File: src/asc_pkg.sv
/*
  shared constants and types for the converter sequence control block:
  slot table size, field widths, reset values and cycle counts.
  assumes both ends run on one clock, clk_i, at 250 MHz.
*/
package asc_pkg;
  // sequence table and field widths
  localparam int ASC_SLOTS = 16;
  localparam int ASC_LEN_W = 4;
  localparam int ASC_CH_W = 5;
  localparam int ASC_DW = 12;
  localparam int ASC_CAL_W = 8;
  localparam int ASC_TRIG_N = 8;
  localparam int ASC_TSEL_W = 3;
  // two-entry result buffer
  localparam int ASC_BUF_DEPTH = 2;
  // converter settle time before calibration, in converter clocks
  localparam int ASC_SETTLE_CYC = 14;
  localparam logic [3:0] ASC_SETTLE_LAST = 4'(ASC_SETTLE_CYC - 1);
  // reset values
  localparam logic [ASC_CH_W-1:0] ASC_SLOT_RST = 5'h00;
  localparam logic [ASC_DW-1:0] ASC_DATA_RST = 12'h000;
  localparam logic [ASC_CAL_W-1:0] ASC_CAL_RST = 8'h00;
  localparam logic [ASC_LEN_W-1:0] ASC_LEN_RST = 4'h0;

  // resolution select, order gives codes 0..3
  typedef enum logic [1:0] {
    ASC_RES12,
    ASC_RES10,
    ASC_RES8,
    ASC_RES6
  } asc_res_t;

  // keep only the bits a given resolution produces
  function automatic logic [ASC_DW-1:0] asc_mask(
    input asc_res_t res,
    input logic [ASC_DW-1:0] d
  );
    logic [ASC_DW-1:0] m;
    m = 12'hFFF;
    case (res)
      ASC_RES10: m = 12'h3FF;
      ASC_RES8: m = 12'h0FF;
      ASC_RES6: m = 12'h03F;
      default: m = 12'hFFF;
    endcase
    return d & m;
  endfunction
endpackage

File: src/asc_if.sv
/*
  control and status wires between the software or dma party and the
  converter control logic. levels are held by the host; *_clr
  and soft_trigger are one-cycle pulses.
  assumes both ends share clk_i and rst_i.
*/
`timescale 1ns/10ps
interface asc_if
  import asc_pkg::*;
(
  input wire logic clk_i,
  input wire logic rst_i
);
  logic converter_on; // enable switch
  logic calibrate_start; // pulse: launch calibration
  logic calibration_reset; // pulse: drop held calibration
  logic calibrate_busy; // reads as the calibrate-start bit
  logic scan_select;
  logic repeat_mode;
  logic piecewise_select; // not supported, kept low by host
  logic dma_enable;
  logic done_irq_enable;
  logic soft_trigger; // pulse
  logic ext_trigger_enable;
  logic [ASC_TSEL_W-1:0] ext_trigger_select;
  logic [ASC_LEN_W-1:0] sequence_length;
  asc_res_t resolution;
  logic slot_we; // pulse: write one slot
  logic [ASC_LEN_W-1:0] slot_idx;
  logic [ASC_CH_W-1:0] slot_chan;
  logic done_flag; // conversion-done
  logic done_clr; // pulse: software writes 0
  logic irq;
  logic [ASC_DW-1:0] result; // result register
  logic dma_req; // stream word waiting
  logic [ASC_DW-1:0] dma_data;
  logic dma_ack; // stream word taken

  modport host (
    output converter_on, calibrate_start, calibration_reset,
    output scan_select, repeat_mode, piecewise_select, dma_enable,
    output done_irq_enable, soft_trigger, ext_trigger_enable,
    output ext_trigger_select, sequence_length, resolution,
    output slot_we, slot_idx, slot_chan, done_clr, dma_ack,
    input calibrate_busy, done_flag, irq, result, dma_req, dma_data
  );
  modport dev (
    input converter_on, calibrate_start, calibration_reset,
    input scan_select, repeat_mode, piecewise_select, dma_enable,
    input done_irq_enable, soft_trigger, ext_trigger_enable,
    input ext_trigger_select, sequence_length, resolution,
    input slot_we, slot_idx, slot_chan, done_clr, dma_ack,
    output calibrate_busy, done_flag, irq, result, dma_req, dma_data
  );
endinterface

File: src/asc_dev.sv
/*
  converter end: calibration control, sequence table, trigger sync,
  single / repeat / scan sequencing, done flag, result register and a
  two-entry stream buffer toward dma.
  assumes an analog core that pulses core_done_i with core_data_i and
  core_cal_done_i with core_cal_i; trigger pins are asynchronous.
*/
`timescale 1ns/10ps
module asc_dev
  import asc_pkg::*;
(
  input wire logic clk_i,
  input wire logic rst_i,
  asc_if.dev bus,
  input wire logic [ASC_TRIG_N-1:0] ext_trig_i,
  output logic core_power_down_o,
  output logic core_cal_start_o,
  input wire logic core_cal_done_i,
  input wire logic [ASC_CAL_W-1:0] core_cal_i,
  output logic [ASC_CAL_W-1:0] core_cal_o,
  output logic core_start_o,
  output logic [ASC_CH_W-1:0] core_channel_o,
  output asc_res_t core_res_o,
  input wire logic core_done_i,
  input wire logic [ASC_DW-1:0] core_data_i
);
  typedef enum logic [1:0] {
    ST_IDLE,
    ST_CAL,
    ST_ARM,
    ST_WAIT
  } asc_dev_st_t;

  asc_dev_st_t state_q; // sequencer state
  logic [ASC_LEN_W-1:0] idx_q; // current slot
  logic [ASC_CH_W-1:0] slot_q [ASC_SLOTS]; // sequence table
  logic [ASC_CH_W-1:0] chan_q; // channel in flight
  logic [ASC_CAL_W-1:0] cal_q; // held calibration factor
  logic [ASC_DW-1:0] result_q; // result register
  logic done_q; // conversion-done flag
  logic [ASC_TRIG_N-1:0] s1_q, s2_q, s3_q; // trigger synchroniser
  logic [ASC_TRIG_N-1:0] lvl_q; // filtered trigger levels
  logic [ASC_DW-1:0] buf_q [ASC_BUF_DEPTH]; // stream buffer
  logic wp_q, rp_q; // buffer pointers
  logic [1:0] cnt_q; // buffer fill
  logic on; // converter switched on
  logic ext_edge; // selected trigger rose
  logic go; // conversion trigger
  logic room; // buffer can take a word
  logic conv_end; // core finished a word
  logic seq_last; // word is last of the pass
  logic push;

  assign on = bus.converter_on;
  assign conv_end = (state_q == ST_WAIT) && core_done_i;
  assign seq_last = !bus.scan_select || (idx_q == bus.sequence_length);
  // no dma: result register alone, so never stall
  assign room = !bus.dma_enable || (cnt_q != 2'(ASC_BUF_DEPTH));
  assign push = conv_end && bus.dma_enable;

  ////////////////////////////////////////////////////////////////////////
  // trigger pins: three flops, a change counts when stages 2 and 3 agree
  always_ff @(posedge clk_i or posedge rst_i) begin
    if (rst_i) begin
      s1_q <= '0;
      s2_q <= '0;
      s3_q <= '0;
      lvl_q <= '0;
    end else begin
      s1_q <= ext_trig_i;
      s2_q <= s1_q;
      s3_q <= s2_q;
      // accept only settled values, filters single-cycle glitches
      for (int i = 0; i < ASC_TRIG_N; i++) begin
        if (s2_q[i] == s3_q[i]) begin
          lvl_q[i] <= s3_q[i];
        end
      end
    end
  end

  // rising edge of the selected, settled trigger
  assign ext_edge = bus.ext_trigger_enable &&
    s2_q[bus.ext_trigger_select] && s3_q[bus.ext_trigger_select] &&
    !lvl_q[bus.ext_trigger_select];
  // triggers ignored unless idle, so calibration blocks them
  assign go = on && (state_q == ST_IDLE) &&
    (bus.soft_trigger || ext_edge);

  ////////////////////////////////////////////////////////////////////////
  // sequence table writes; table survives power-down like config bits
  always_ff @(posedge clk_i or posedge rst_i) begin
    if (rst_i) begin
      for (int i = 0; i < ASC_SLOTS; i++) begin
        slot_q[i] <= ASC_SLOT_RST;
      end
    end else if (bus.slot_we) begin
      slot_q[bus.slot_idx] <= bus.slot_chan;
    end
  end

  ////////////////////////////////////////////////////////////////////////
  // sequencer: calibration, then single, repeat or scan passes
  always_ff @(posedge clk_i or posedge rst_i) begin
    if (rst_i) begin
      state_q <= ST_IDLE;
      idx_q <= ASC_LEN_RST;
      chan_q <= ASC_SLOT_RST;
    end else if (!on) begin
      state_q <= ST_IDLE;
      idx_q <= ASC_LEN_RST;
    end else begin
      case (state_q)
        ST_IDLE: begin
          if (bus.calibrate_start) begin
            state_q <= ST_CAL;
          end else if (go) begin
            idx_q <= ASC_LEN_RST;
            state_q <= ST_ARM;
          end
        end
        ST_CAL: begin
          if (core_cal_done_i) begin
            state_q <= ST_IDLE;
          end
        end
        ST_ARM: begin
          // hold off while the buffer is full so no word is lost
          if (room) begin
            chan_q <= slot_q[idx_q];
            state_q <= ST_WAIT;
          end
        end
        default: begin
          if (core_done_i) begin
            if (!seq_last) begin
              idx_q <= idx_q + 4'h1;
              state_q <= ST_ARM;
            end else if (bus.repeat_mode) begin
              idx_q <= ASC_LEN_RST;
              state_q <= ST_ARM;
            end else begin
              state_q <= ST_IDLE;
            end
          end
        end
      endcase
    end
  end

  ////////////////////////////////////////////////////////////////////////
  // calibration factor: kept across conversions, lost at power-off
  always_ff @(posedge clk_i or posedge rst_i) begin
    if (rst_i) begin
      cal_q <= ASC_CAL_RST;
    end else if (!on || bus.calibration_reset) begin
      cal_q <= ASC_CAL_RST;
    end else if ((state_q == ST_CAL) && core_cal_done_i) begin
      cal_q <= core_cal_i;
    end
  end

  ////////////////////////////////////////////////////////////////////////
  // result register and done flag; a set beats a same-cycle clear
  always_ff @(posedge clk_i or posedge rst_i) begin
    if (rst_i) begin
      result_q <= ASC_DATA_RST;
      done_q <= 1'b0;
    end else if (!on) begin
      done_q <= 1'b0;
    end else begin
      if (conv_end) begin
        result_q <= asc_mask(bus.resolution, core_data_i);
      end
      if (conv_end && seq_last) begin
        done_q <= 1'b1;
      end else if (bus.done_clr) begin
        done_q <= 1'b0;
      end
    end
  end

  ////////////////////////////////////////////////////////////////////////
  // two-entry stream buffer feeding the dma party
  always_ff @(posedge clk_i or posedge rst_i) begin
    if (rst_i) begin
      wp_q <= 1'b0;
      rp_q <= 1'b0;
      cnt_q <= 2'h0;
      for (int i = 0; i < ASC_BUF_DEPTH; i++) begin
        buf_q[i] <= ASC_DATA_RST;
      end
    end else if (!on) begin
      wp_q <= 1'b0;
      rp_q <= 1'b0;
      cnt_q <= 2'h0;
    end else begin
      if (push) begin
        buf_q[wp_q] <= asc_mask(bus.resolution, core_data_i);
        wp_q <= !wp_q;
      end
      if (bus.dma_ack && bus.dma_req) begin
        rp_q <= !rp_q;
      end
      cnt_q <= cnt_q + 2'(push) - 2'(bus.dma_ack && bus.dma_req);
    end
  end

  ////////////////////////////////////////////////////////////////////////
  // outputs to host and to the analog core
  assign bus.calibrate_busy = (state_q == ST_CAL);
  assign bus.done_flag = done_q;
  assign bus.irq = done_q && bus.done_irq_enable;
  assign bus.result = result_q;
  assign bus.dma_req = (cnt_q != 2'h0);
  assign bus.dma_data = buf_q[rp_q];
  assign core_power_down_o = !on;
  assign core_cal_start_o = on && (state_q == ST_IDLE) &&
    bus.calibrate_start;
  assign core_cal_o = cal_q;
  assign core_start_o = (state_q == ST_ARM) && room;
  assign core_channel_o = (state_q == ST_ARM) ? slot_q[idx_q] : chan_q;
  assign core_res_o = bus.resolution;
endmodule

File: src/flat_wrapper.sv
// flat-port wrapper written by rule: the top's interface ports become plain ports
module asc_dev_flat import asc_pkg::*;
  (clk_i, rst_i, ext_trig_i, core_power_down_o, core_cal_start_o, core_cal_done_i, core_cal_i, core_cal_o, core_start_o, core_channel_o, core_res_o, core_done_i, core_data_i, bus_converter_on, bus_calibrate_start, bus_calibration_reset, bus_scan_select, bus_repeat_mode, bus_piecewise_select, bus_dma_enable, bus_done_irq_enable, bus_soft_trigger, bus_ext_trigger_enable, bus_ext_trigger_select, bus_sequence_length, bus_resolution, bus_slot_we, bus_slot_idx, bus_slot_chan, bus_done_clr, bus_dma_ack, bus_calibrate_busy, bus_done_flag, bus_irq, bus_result, bus_dma_req, bus_dma_data);
  asc_if bus_i (.clk_i(clk_i), .rst_i(rst_i));
  input wire logic clk_i;
  input wire logic rst_i;
  input wire logic [ASC_TRIG_N-1:0] ext_trig_i;
  output logic core_power_down_o;
  output logic core_cal_start_o;
  input wire logic core_cal_done_i;
  input wire logic [ASC_CAL_W-1:0] core_cal_i;
  output logic [ASC_CAL_W-1:0] core_cal_o;
  output logic core_start_o;
  output logic [ASC_CH_W-1:0] core_channel_o;
  output asc_res_t core_res_o;
  input wire logic core_done_i;
  input wire logic [ASC_DW-1:0] core_data_i;
  input wire logic [$bits(bus_i.converter_on)-1:0] bus_converter_on;
  input wire logic [$bits(bus_i.calibrate_start)-1:0] bus_calibrate_start;
  input wire logic [$bits(bus_i.calibration_reset)-1:0] bus_calibration_reset;
  input wire logic [$bits(bus_i.scan_select)-1:0] bus_scan_select;
  input wire logic [$bits(bus_i.repeat_mode)-1:0] bus_repeat_mode;
  input wire logic [$bits(bus_i.piecewise_select)-1:0] bus_piecewise_select;
  input wire logic [$bits(bus_i.dma_enable)-1:0] bus_dma_enable;
  input wire logic [$bits(bus_i.done_irq_enable)-1:0] bus_done_irq_enable;
  input wire logic [$bits(bus_i.soft_trigger)-1:0] bus_soft_trigger;
  input wire logic [$bits(bus_i.ext_trigger_enable)-1:0] bus_ext_trigger_enable;
  input wire logic [$bits(bus_i.ext_trigger_select)-1:0] bus_ext_trigger_select;
  input wire logic [$bits(bus_i.sequence_length)-1:0] bus_sequence_length;
  input wire logic [$bits(bus_i.resolution)-1:0] bus_resolution;
  input wire logic [$bits(bus_i.slot_we)-1:0] bus_slot_we;
  input wire logic [$bits(bus_i.slot_idx)-1:0] bus_slot_idx;
  input wire logic [$bits(bus_i.slot_chan)-1:0] bus_slot_chan;
  input wire logic [$bits(bus_i.done_clr)-1:0] bus_done_clr;
  input wire logic [$bits(bus_i.dma_ack)-1:0] bus_dma_ack;
  output wire logic [$bits(bus_i.calibrate_busy)-1:0] bus_calibrate_busy;
  output wire logic [$bits(bus_i.done_flag)-1:0] bus_done_flag;
  output wire logic [$bits(bus_i.irq)-1:0] bus_irq;
  output wire logic [$bits(bus_i.result)-1:0] bus_result;
  output wire logic [$bits(bus_i.dma_req)-1:0] bus_dma_req;
  output wire logic [$bits(bus_i.dma_data)-1:0] bus_dma_data;
  assign bus_i.converter_on = bus_converter_on;
  assign bus_i.calibrate_start = bus_calibrate_start;
  assign bus_i.calibration_reset = bus_calibration_reset;
  assign bus_i.scan_select = bus_scan_select;
  assign bus_i.repeat_mode = bus_repeat_mode;
  assign bus_i.piecewise_select = bus_piecewise_select;
  assign bus_i.dma_enable = bus_dma_enable;
  assign bus_i.done_irq_enable = bus_done_irq_enable;
  assign bus_i.soft_trigger = bus_soft_trigger;
  assign bus_i.ext_trigger_enable = bus_ext_trigger_enable;
  assign bus_i.ext_trigger_select = bus_ext_trigger_select;
  assign bus_i.sequence_length = bus_sequence_length;
  assign bus_i.resolution = bus_resolution;
  assign bus_i.slot_we = bus_slot_we;
  assign bus_i.slot_idx = bus_slot_idx;
  assign bus_i.slot_chan = bus_slot_chan;
  assign bus_i.done_clr = bus_done_clr;
  assign bus_i.dma_ack = bus_dma_ack;
  assign bus_calibrate_busy = bus_i.calibrate_busy;
  assign bus_done_flag = bus_i.done_flag;
  assign bus_irq = bus_i.irq;
  assign bus_result = bus_i.result;
  assign bus_dma_req = bus_i.dma_req;
  assign bus_dma_data = bus_i.dma_data;
  asc_dev u_core (.clk_i(clk_i), .rst_i(rst_i), .bus(bus_i), .ext_trig_i(ext_trig_i), .core_power_down_o(core_power_down_o), .core_cal_start_o(core_cal_start_o), .core_cal_done_i(core_cal_done_i), .core_cal_i(core_cal_i), .core_cal_o(core_cal_o), .core_start_o(core_start_o), .core_channel_o(core_channel_o), .core_res_o(core_res_o), .core_done_i(core_done_i), .core_data_i(core_data_i));
endmodule
File: config.mk
export PLATFORM = sky130hd
export DESIGN_NAME = asc_dev_flat
export DESIGN_NICKNAME = d
export VERILOG_FILES = /design/src/asc_pkg.sv /design/src/asc_if.sv /design/src/asc_dev.sv /design/src/flat_wrapper.sv
export SDC_FILE = /design/constraint.sdc
export NUM_CORES = 1
export LEC_CHECK = 0
export BUFFER_PORTS_ARGS = -buffer_cell sky130_fd_sc_hd__clkbuf_2
export CELL_PAD_IN_SITES_DETAIL_PLACEMENT = 1
export CELL_PAD_IN_SITES_GLOBAL_PLACEMENT = 1
export CORE_UTILIZATION = 42
export CTS_BUF_LIST = sky130_fd_sc_hd__clkbuf_16
export CTS_CLUSTER_SIZE = 10
export DETAILED_ROUTE_END_ITERATION = 16
export HOLD_SLACK_MARGIN = 0.1
export PLACE_DENSITY = 0.76
export REMOVE_ABC_BUFFERS = 1
export SYNTH_ARGS = -nofsm -noshare
export SYNTH_HDL_FRONTEND = slang
export SYNTH_SLANG_ARGS = --single-unit
File: constraint.sdc
create_clock -name clk_i -period 5.19 [get_ports clk_i]
set_input_delay 0.2595 -clock clk_i [delete_from_list [all_inputs] [get_ports clk_i]]
set_output_delay 0.2595 -clock clk_i [all_outputs]
set_load 0.05 [all_outputs]
==> results by group, run 1 <==
Floorplan
  • Initial core utilization: 0.433
  • I/O Pins: about 110
  • Die footprint: 18500 µm²
  • Core ar.: ~17000 µm²
  • Die X: between 100 and 150 µm
  • Die height: between 100 and 150 µm
  • Row cnt: 48

Synth
  • Asr flop ratio synth: 1.00
  • Post-synthesis cell type count: 50
  • Post-Synthesis Cells: approximately 540
  • Primary FF master, synth: dfrtp_1
  • Top area cells in the synthesized netlist: dfrtp_1 (57%), mux2_2 (18%), mux4_2 (5.7%)
  • EDFF count, synth: 0
  • Top-area cell type share of the netlist area: 0.571
  • Yosys warning total: 0
  • Post-synthesis sequential area ratio: 0.571
  • Syn Area/Cell: roughly 14 µm²
  • Most numerous cell in the Yosys netlist: dfrtp_1
  • Synth Cell Area: about 7500 µm²
  • Post-synth top cells: dfrtp_1 (172), mux2_2 (121), nand2_1 (40), mux4_2 (19), o21ai_0 (19)
  • Largest area contributor in the netlist: dfrtp_1
  • FF+latch count, synth: around 170

STA
  • Normalized max-slew margin: 0.292
  • Fin. Hold Viols: 0
  • Upper clock frequency limit: slightly above 300 MHz
  • Slew @ Worst Pin: between 1000 and 1500 ps
  • Worst setup margin: roughly 1900 ps
  • Final setup skew: 5.95 ps
  • RSZ-0062 raised after global routing: no
  • Tcrit/Tclk final: 0.637
  • Setup TNS: 0 ps
  • Pins Over Slew Limit: 0
  • Setup Viol. Count Final: 0
  • Final Critical Period: roughly 3300 ps

GRT
  • Pin count of the biggest net entering global routing: approximately 120
  • Grt ovf: 0
  • Total track usage: 0.207
  • Global-route wire length before repair: between 20000 and 30000 µm
  • Initial antenna violation count: 0
  • Vias in the first global route: roughly 5.5k

Power
  • Sw power: 1.56 mW
  • VDD IR max: 0.302 mV
  • Total power: ~4.5 mW
  • Seq pwr share: 0.399
  • Pwr per Cell Area: slightly below 500 nW/µm²
  • Lkg Pwr: roughly 4.2 nW
  • Clock network fraction of total power: 0.282
  • Sw Share: 0.348
  • Cell-internal power: 2.92 mW
  • Combinational share of power: 0.319

Routing
  • DR WL/cell: ~20 µm
  • Post-Route WL: about 18000 µm
  • DR vias/cell: ~5.4
  • 1st-iter DRT viols: about 200
  • DRC: 0
  • Drt pass-1 iters: 4
  • Vias: 4871
  • Final ANT Viol Nets: 0

Critical path
  • FF-to-FF setup slack: around 2700 ps
  • RR Endpoint: u_core.chan_q[4]
  • CP Data Arrival Time: ~3100 ps
  • Crit-path max cell delay: between 600 and 700 ps
  • Critical path's slowest cell: mux4_1
  • Startpoint Class: flop
  • Critical Path End Type: output port
  • CP cell instances: buf_4, mux4_1, mux4_1, mux2_2, clkbuf_2
  • CP Class: reg -> out
  • Critical R2R Launch: u_core.idx_q[0]
  • Most common cell on crit path: mux4_1
  • Crit-path max FO: 22
  • Critical Path RT: 4930 ps
  • R2R depth: 4

Final layout
  • Fillers: roughly 1.7k
  • Post-route cell area: approximately 9000 µm²
  • Antenna cell count: 0
  • Layout cells sized above 1: 0.418
  • Nets: about 730
  • Area delta synth->final: 19.9%

Placed design
  • Place WS: 2340 ps
  • Port Buf Inserts: between 100 and 150
  • Placer Congestion: 0.773
  • Area after DPL: about 8300 µm²
  • DP Wirelength: approximately 12000 µm

Clock tree
  • CTS tree: yes
  • Clk sinks: roughly 170
  • Clk_lat worst skew: between 400 and 500 ps
  • CTS HTree Levels: 4
  • Post-cts resize count: 0
  • CTS hold repair buffers: 21
  • Total CTS buffers: 17
  • Setup bufs post-CTS: 0
  • Clk slew on worst S/H paths: around 60 ps
  • Root Driver: clkbuf_16
  • Clock Tree Buf Depth: 2

Status
  • Status: finished, final reports clean

Run
  • Max Cap Viol: 0

Worst hold path
  • HP Class: in -> async
-- sequential cells by signal, indices dropped and copies added, names as in the netlist, 4 cells and up --
register / cells
u_core.slot_q: 80
u_core.buf_q: 24
u_core.bus.result: 12
u_core.idx_q: 4
u_core.s3_q: 8
u_core.s1_q: 8
u_core.chan_q: 5
u_core.core_cal_o: 8
u_core.s2_q: 8
u_core.lvl_q: 8
-- how the worst max path moves through the flow --
stage | start | endpoint | cells past startpoint
CTS | u_core.idx_q[0] | core_channel_o[4] | 5
global route | u_core.idx_q[0] | core_channel_o[4] | 5
detailed placement | u_core.idx_q[0] | core_channel_o[4] | 5
global placement | u_core.idx_q[0] | core_channel_o[4] | 5
finish | u_core.idx_q[0] | core_channel_o[4] | 5
floorplan | rst_i | u_core.buf_q[0] | 1
-- power by group through the flow --
stage          clock network [mW]  logic (mW)  registers [mW]
6_report                     1.26        1.43            1.79
5_1_grt                      1.34        1.53            1.83
4_1_cts                      1.29        1.45            1.79
3_5_place_dp                    0        1.42            1.81
3_3_place_gp                    0        1.37            1.78
2_1_floorplan                   0       0.926            1.92
-- area by class of cell --
cell class | instances | area, µm² | share of cell area
sequential | 172 | 4300 | 0.476
multi-input combinational | 327 | 3050 | 0.338
timing repair buffer | 131 | 768 | 0.0850
clock buffer | 17 | 425 | 0.0470
tap | 225 | 282 | 0.0311
clock inverter | 14 | 153 | 0.0169
inverter | 14 | 57.6 | 0.00637
-- critical path, delay by kind of cell, from the launching register on --
family,cells,cell delay [ps]
buf+inv,2,670
flops,1,410
mux,3,1530
-- cells in the final DEF, fill, tap and decap left out, drive strengths merged, types with 4 or more instances in the layout --
cell type    count
dfrtp          172
clkbuf         124
mux2           121
nand2           40
mux4            25
dlygate4sd3     21
o21ai           19
nor2            16
nand3           14
inv             13
a21oi           12
nand2b           9
clkinv           9
maj3             8
ha               7
nand3b           6
xor2             5
nor3             4
a31oi            4
-- logic make-up after synthesis --
group                    count (synthesis)  share of synthesized area
XOR/XNOR                                 8                    0.00929
buffers and inverters                   39                     0.0244
adder cells (fa/ha/maj)                 15                     0.0222
AND/OR/NAND/NOR                        111                     0.0758
flip-flops                             172                      0.571
multiplexers                           149                      0.262
AO/OA/AOI/OAI                           44                     0.0352
-- per-layer routing --
metal	part of all wire	track usage
met2	0.50	0.364
met4	0.015	0.0673
met5	0	0
met3	0.036	0.0336
met1	0.45	0.260
-- through the flow --
stage	hold slack [ps]	std cells	utilization
after floorplan	291	513	-
after global placement	333	848	0.474
after detailed placement	338	848	0.474
after CTS	100	900	0.519
after global routing	121	900	0.519
final	80.8	900	0.519
(Power assumes the default switching activity.)
==> run 2: changes to the inputs <==
CORE_UTILIZATION = 47   (was 42)
PLACE_DENSITY = 0.81   (was 0.76)
clock period = 3.4 ns   (was 5.19 ns; I/O delays follow)
==> run 2 against run 1 <==
  * Hold slack improved by 49 ps
  * Critical path depth did not move
  * Combinational power rose by 55%
  * Count of clock-buffer cells in the layout did not move
  * Setup slack got worse by 1600 ps
  * Register-to-register slack got worse by 1700 ps
  * Clock skew rose by 0.96 ps
  * Sequential power rose by 54%
  * Cell area rose by 1.8%
  * Utilization rose by 7.7 points
  * Critical endpoint unchanged
  * Largest cell class unchanged
  * Highest routed layer unchanged
==> results by group, run 2 (same netlist as run 1, synthesis figures left out) <==
Final layout
  • Max FFs per register: 80 (unchanged)
  • Antenna cell count: 0 (unchanged)
  • Most flop-heavy register: u_core.slot_q
  • Most frequent cells in the layout: dfrtp_1 (172), mux2_2 (121), clkbuf_2 (107), nand2_1 (40), dlygate4sd3_1 (32)
  • Area delta synth->final: 22.0%
  • Commonest non-fill, non-tap cell in the layout: dfrtp_1
  • Layout cells sized above 1: 0.420 (+0.00228)
  • Fillers: 1542 (-12%)
  • Nets: 745 (+1.6%)

Routing
  • Vias: 4942 (+1.5%)
  • DR WL/cell: 20.8 µm (+5.8%)
  • Post-Route WL: 18700 µm (+5.7%)
  • DR vias/cell: 5.50 (+1.6%)
  • 1st-iter DRT viols: 231 (+18%)
  • Final ANT Viol Nets: 0 (unchanged)
  • Drt pass-1 iters: 4 (unchanged)
  • DRC: 0 (unchanged)

Floorplan
  • Core ar.: 15400 µm² (-11%)
  • Die footprint: 16600 µm² (-10%)
  • Die X: 129 µm (-5.4%)
  • Initial core utilization: 0.489 (+0.0558)
  • Die height: 129 µm (-5.4%)
  • I/O Pins: 109 (unchanged)
  • Row cnt: 45 (-6.3%)

GRT
  • Total track usage: 0.249 (+0.0411)
  • Initial antenna violation count: 0 (unchanged)
  • Grt ovf: 0 (unchanged)
  • Vias in the first global route: 5590 (+2.4%)
  • Pin count of the biggest net entering global routing: 94 (-23%)
  • Global-route wire length before repair: 30600 µm (+6.1%)

STA
  • Pins Over Slew Limit: 0 (unchanged)
  • Slew @ Worst Pin: 797 ps (-265 ps)
  • Upper clock frequency limit: 319 MHz
  • Fin. Hold Viols: 0 (unchanged)
  • Final setup skew: 6.92 ps (+0.965 ps)
  • RSZ-0062 raised after global routing: no
  • Setup Viol. Count Final: 0 (unchanged)
  • Final hold slack: 130 ps (+49.0 ps)
  • Final Critical Period: around 3100 ps
  • Tcrit/Tclk final: 0.923
  • Normalized max-slew margin: 0.467 (+0.175)
  • Setup TNS: 0 ps (unchanged)

Critical path
  • CP Data Arrival Time: 2970 ps (-80 ps)
  • Startpoint Class: flop
  • Critical R2R Launch: u_core.idx_q[0]
  • RR Endpoint: u_core.chan_q[4]
  • CP Class: reg -> out
  • Critical Path RT: 3230 ps (-1700 ps)
  • FF-to-FF setup slack: 1010 ps (-1700 ps)
  • Critical Path End Type: output port
  • Crit-path max FO: 19 (-14%)
  • R2R depth: 4 (unchanged)

Clock tree
  • Clk_lat worst skew: 420 ps (about the same)
  • CTS tree: yes
  • CTS HTree Levels: 4 (unchanged)
  • Total CTS buffers: 17 (unchanged)
  • Clk slew on worst S/H paths: 70 ps (about the same)
  • Root Driver: clkbuf_16
  • Clk sinks: 172 (unchanged)
  • Clock Tree Buf Depth: 2 (unchanged)

Placed design
  • Port Buf Inserts: 107 (unchanged)
  • Placer Congestion: 0.841 (+8.9%)
  • DP Wirelength: 12100 µm (+0.10%)

Power
  • Pwr per Cell Area: 759 nW/µm² (+53%)
  • VDD IR max: 0.410 mV (+36%)
  • Sw power: 2.47 mW (+58%)
  • Cell-internal power: 4.51 mW (+54%)
  • Sw Share: 0.353 (+0.00549)
  • Total power: 6.98 mW (+56%)
  • Lkg Pwr: 4.23 nW (+1.8%)
  • Seq pwr share: 0.395 (-0.004)
  • Clock network fraction of total power: 0.288 (+0.006)
  • Combinational share of power: 0.316 (-0.003)

Worst hold path
  • Hold path depth: 3
  • Min-delay src: core_cal_done_i
  • End of the worst hold path: u_core.core_cal_o[0]
  • HP Class: in -> reg

Run
  • Max Cap Viol: 0 (unchanged)

Status
  • Status: finished, final reports clean
==> run 2: stage by stage <==
step / utilization / worst slack [ps] / instances / area (µm²)
after floorplan: - / -1430 / 513 / 7410
after global placement: 0.536 / 797 / 835 / 8270
after detailed placement: 0.536 / 773 / 835 / 8270
after CTS: 0.597 / 292 / 899 / 9200
after global routing: 0.597 / 165 / 899 / 9200
final: 0.597 / 262 / 899 / 9200
==> run 2: timing repair <==
| item | 4_1_cts | 5_1_grt |
|---|---|---|
| setup buffers | 0 | 0 |
| endpoints found under the hold margin | 98 | 0 |
| resized for setup | 0 | 0 |
| hold buffers | 32 | 0 |
==> run 2: power by group through the flow <==
stage / logic [mW] / registers, mW / clock network [mW]
detailed placement: 2.16 / 2.78 / 0
CTS: 2.21 / 2.75 / 2.05
global placement: 2.08 / 2.73 / 0
global route: 2.36 / 2.81 / 2.14
floorplan: 1.41 / 2.92 / 0
finish: 2.21 / 2.76 / 2.01
==> run 2: final cells by class <==
| class | instances | area (µm²) | area share |
|---|---|---|---|
| sequential | 172 | 4300 | 0.468 |
| multi-input combinational | 327 | 3050 | 0.332 |
| timing repair buffer | 143 | 911 | 0.0990 |
| clock buffer | 17 | 425 | 0.0462 |
| tap | 211 | 264 | 0.0287 |
| clock inverter | 15 | 188 | 0.0204 |
| inverter | 14 | 57.6 | 0.00625 |
==> run 2: worst max-delay path by stage <==
stage / cells after the start / end / startpoint / slack [ps]
global route: 5 / core_channel_o[4] / u_core.idx_q[0] / 160
CTS: 5 / core_channel_o[4] / u_core.idx_q[0] / 290
finish: 5 / core_channel_o[4] / u_core.idx_q[0] / 260
floorplan: 1 / u_core.buf_q[0] / rst_i / -1430
global placement: 5 / core_channel_o[4] / u_core.idx_q[0] / 800
detailed placement: 5 / core_channel_o[4] / u_core.idx_q[0] / 770
==> run 2: routing by layer <==
metal	GRT usage	wire length [µm]
met2	0.423	9460
met3	0.0503	665
met4	0.0817	327
met5	0	0
met1	0.320	8200
==> run 2: worst max-delay path, cell delays in order (launching register included) <==
cell and delay, ps:
dfrtp_1 550, buf_12 250, mux4_1 620, mux4_1 580, mux2_2 290, clkbuf_2 260
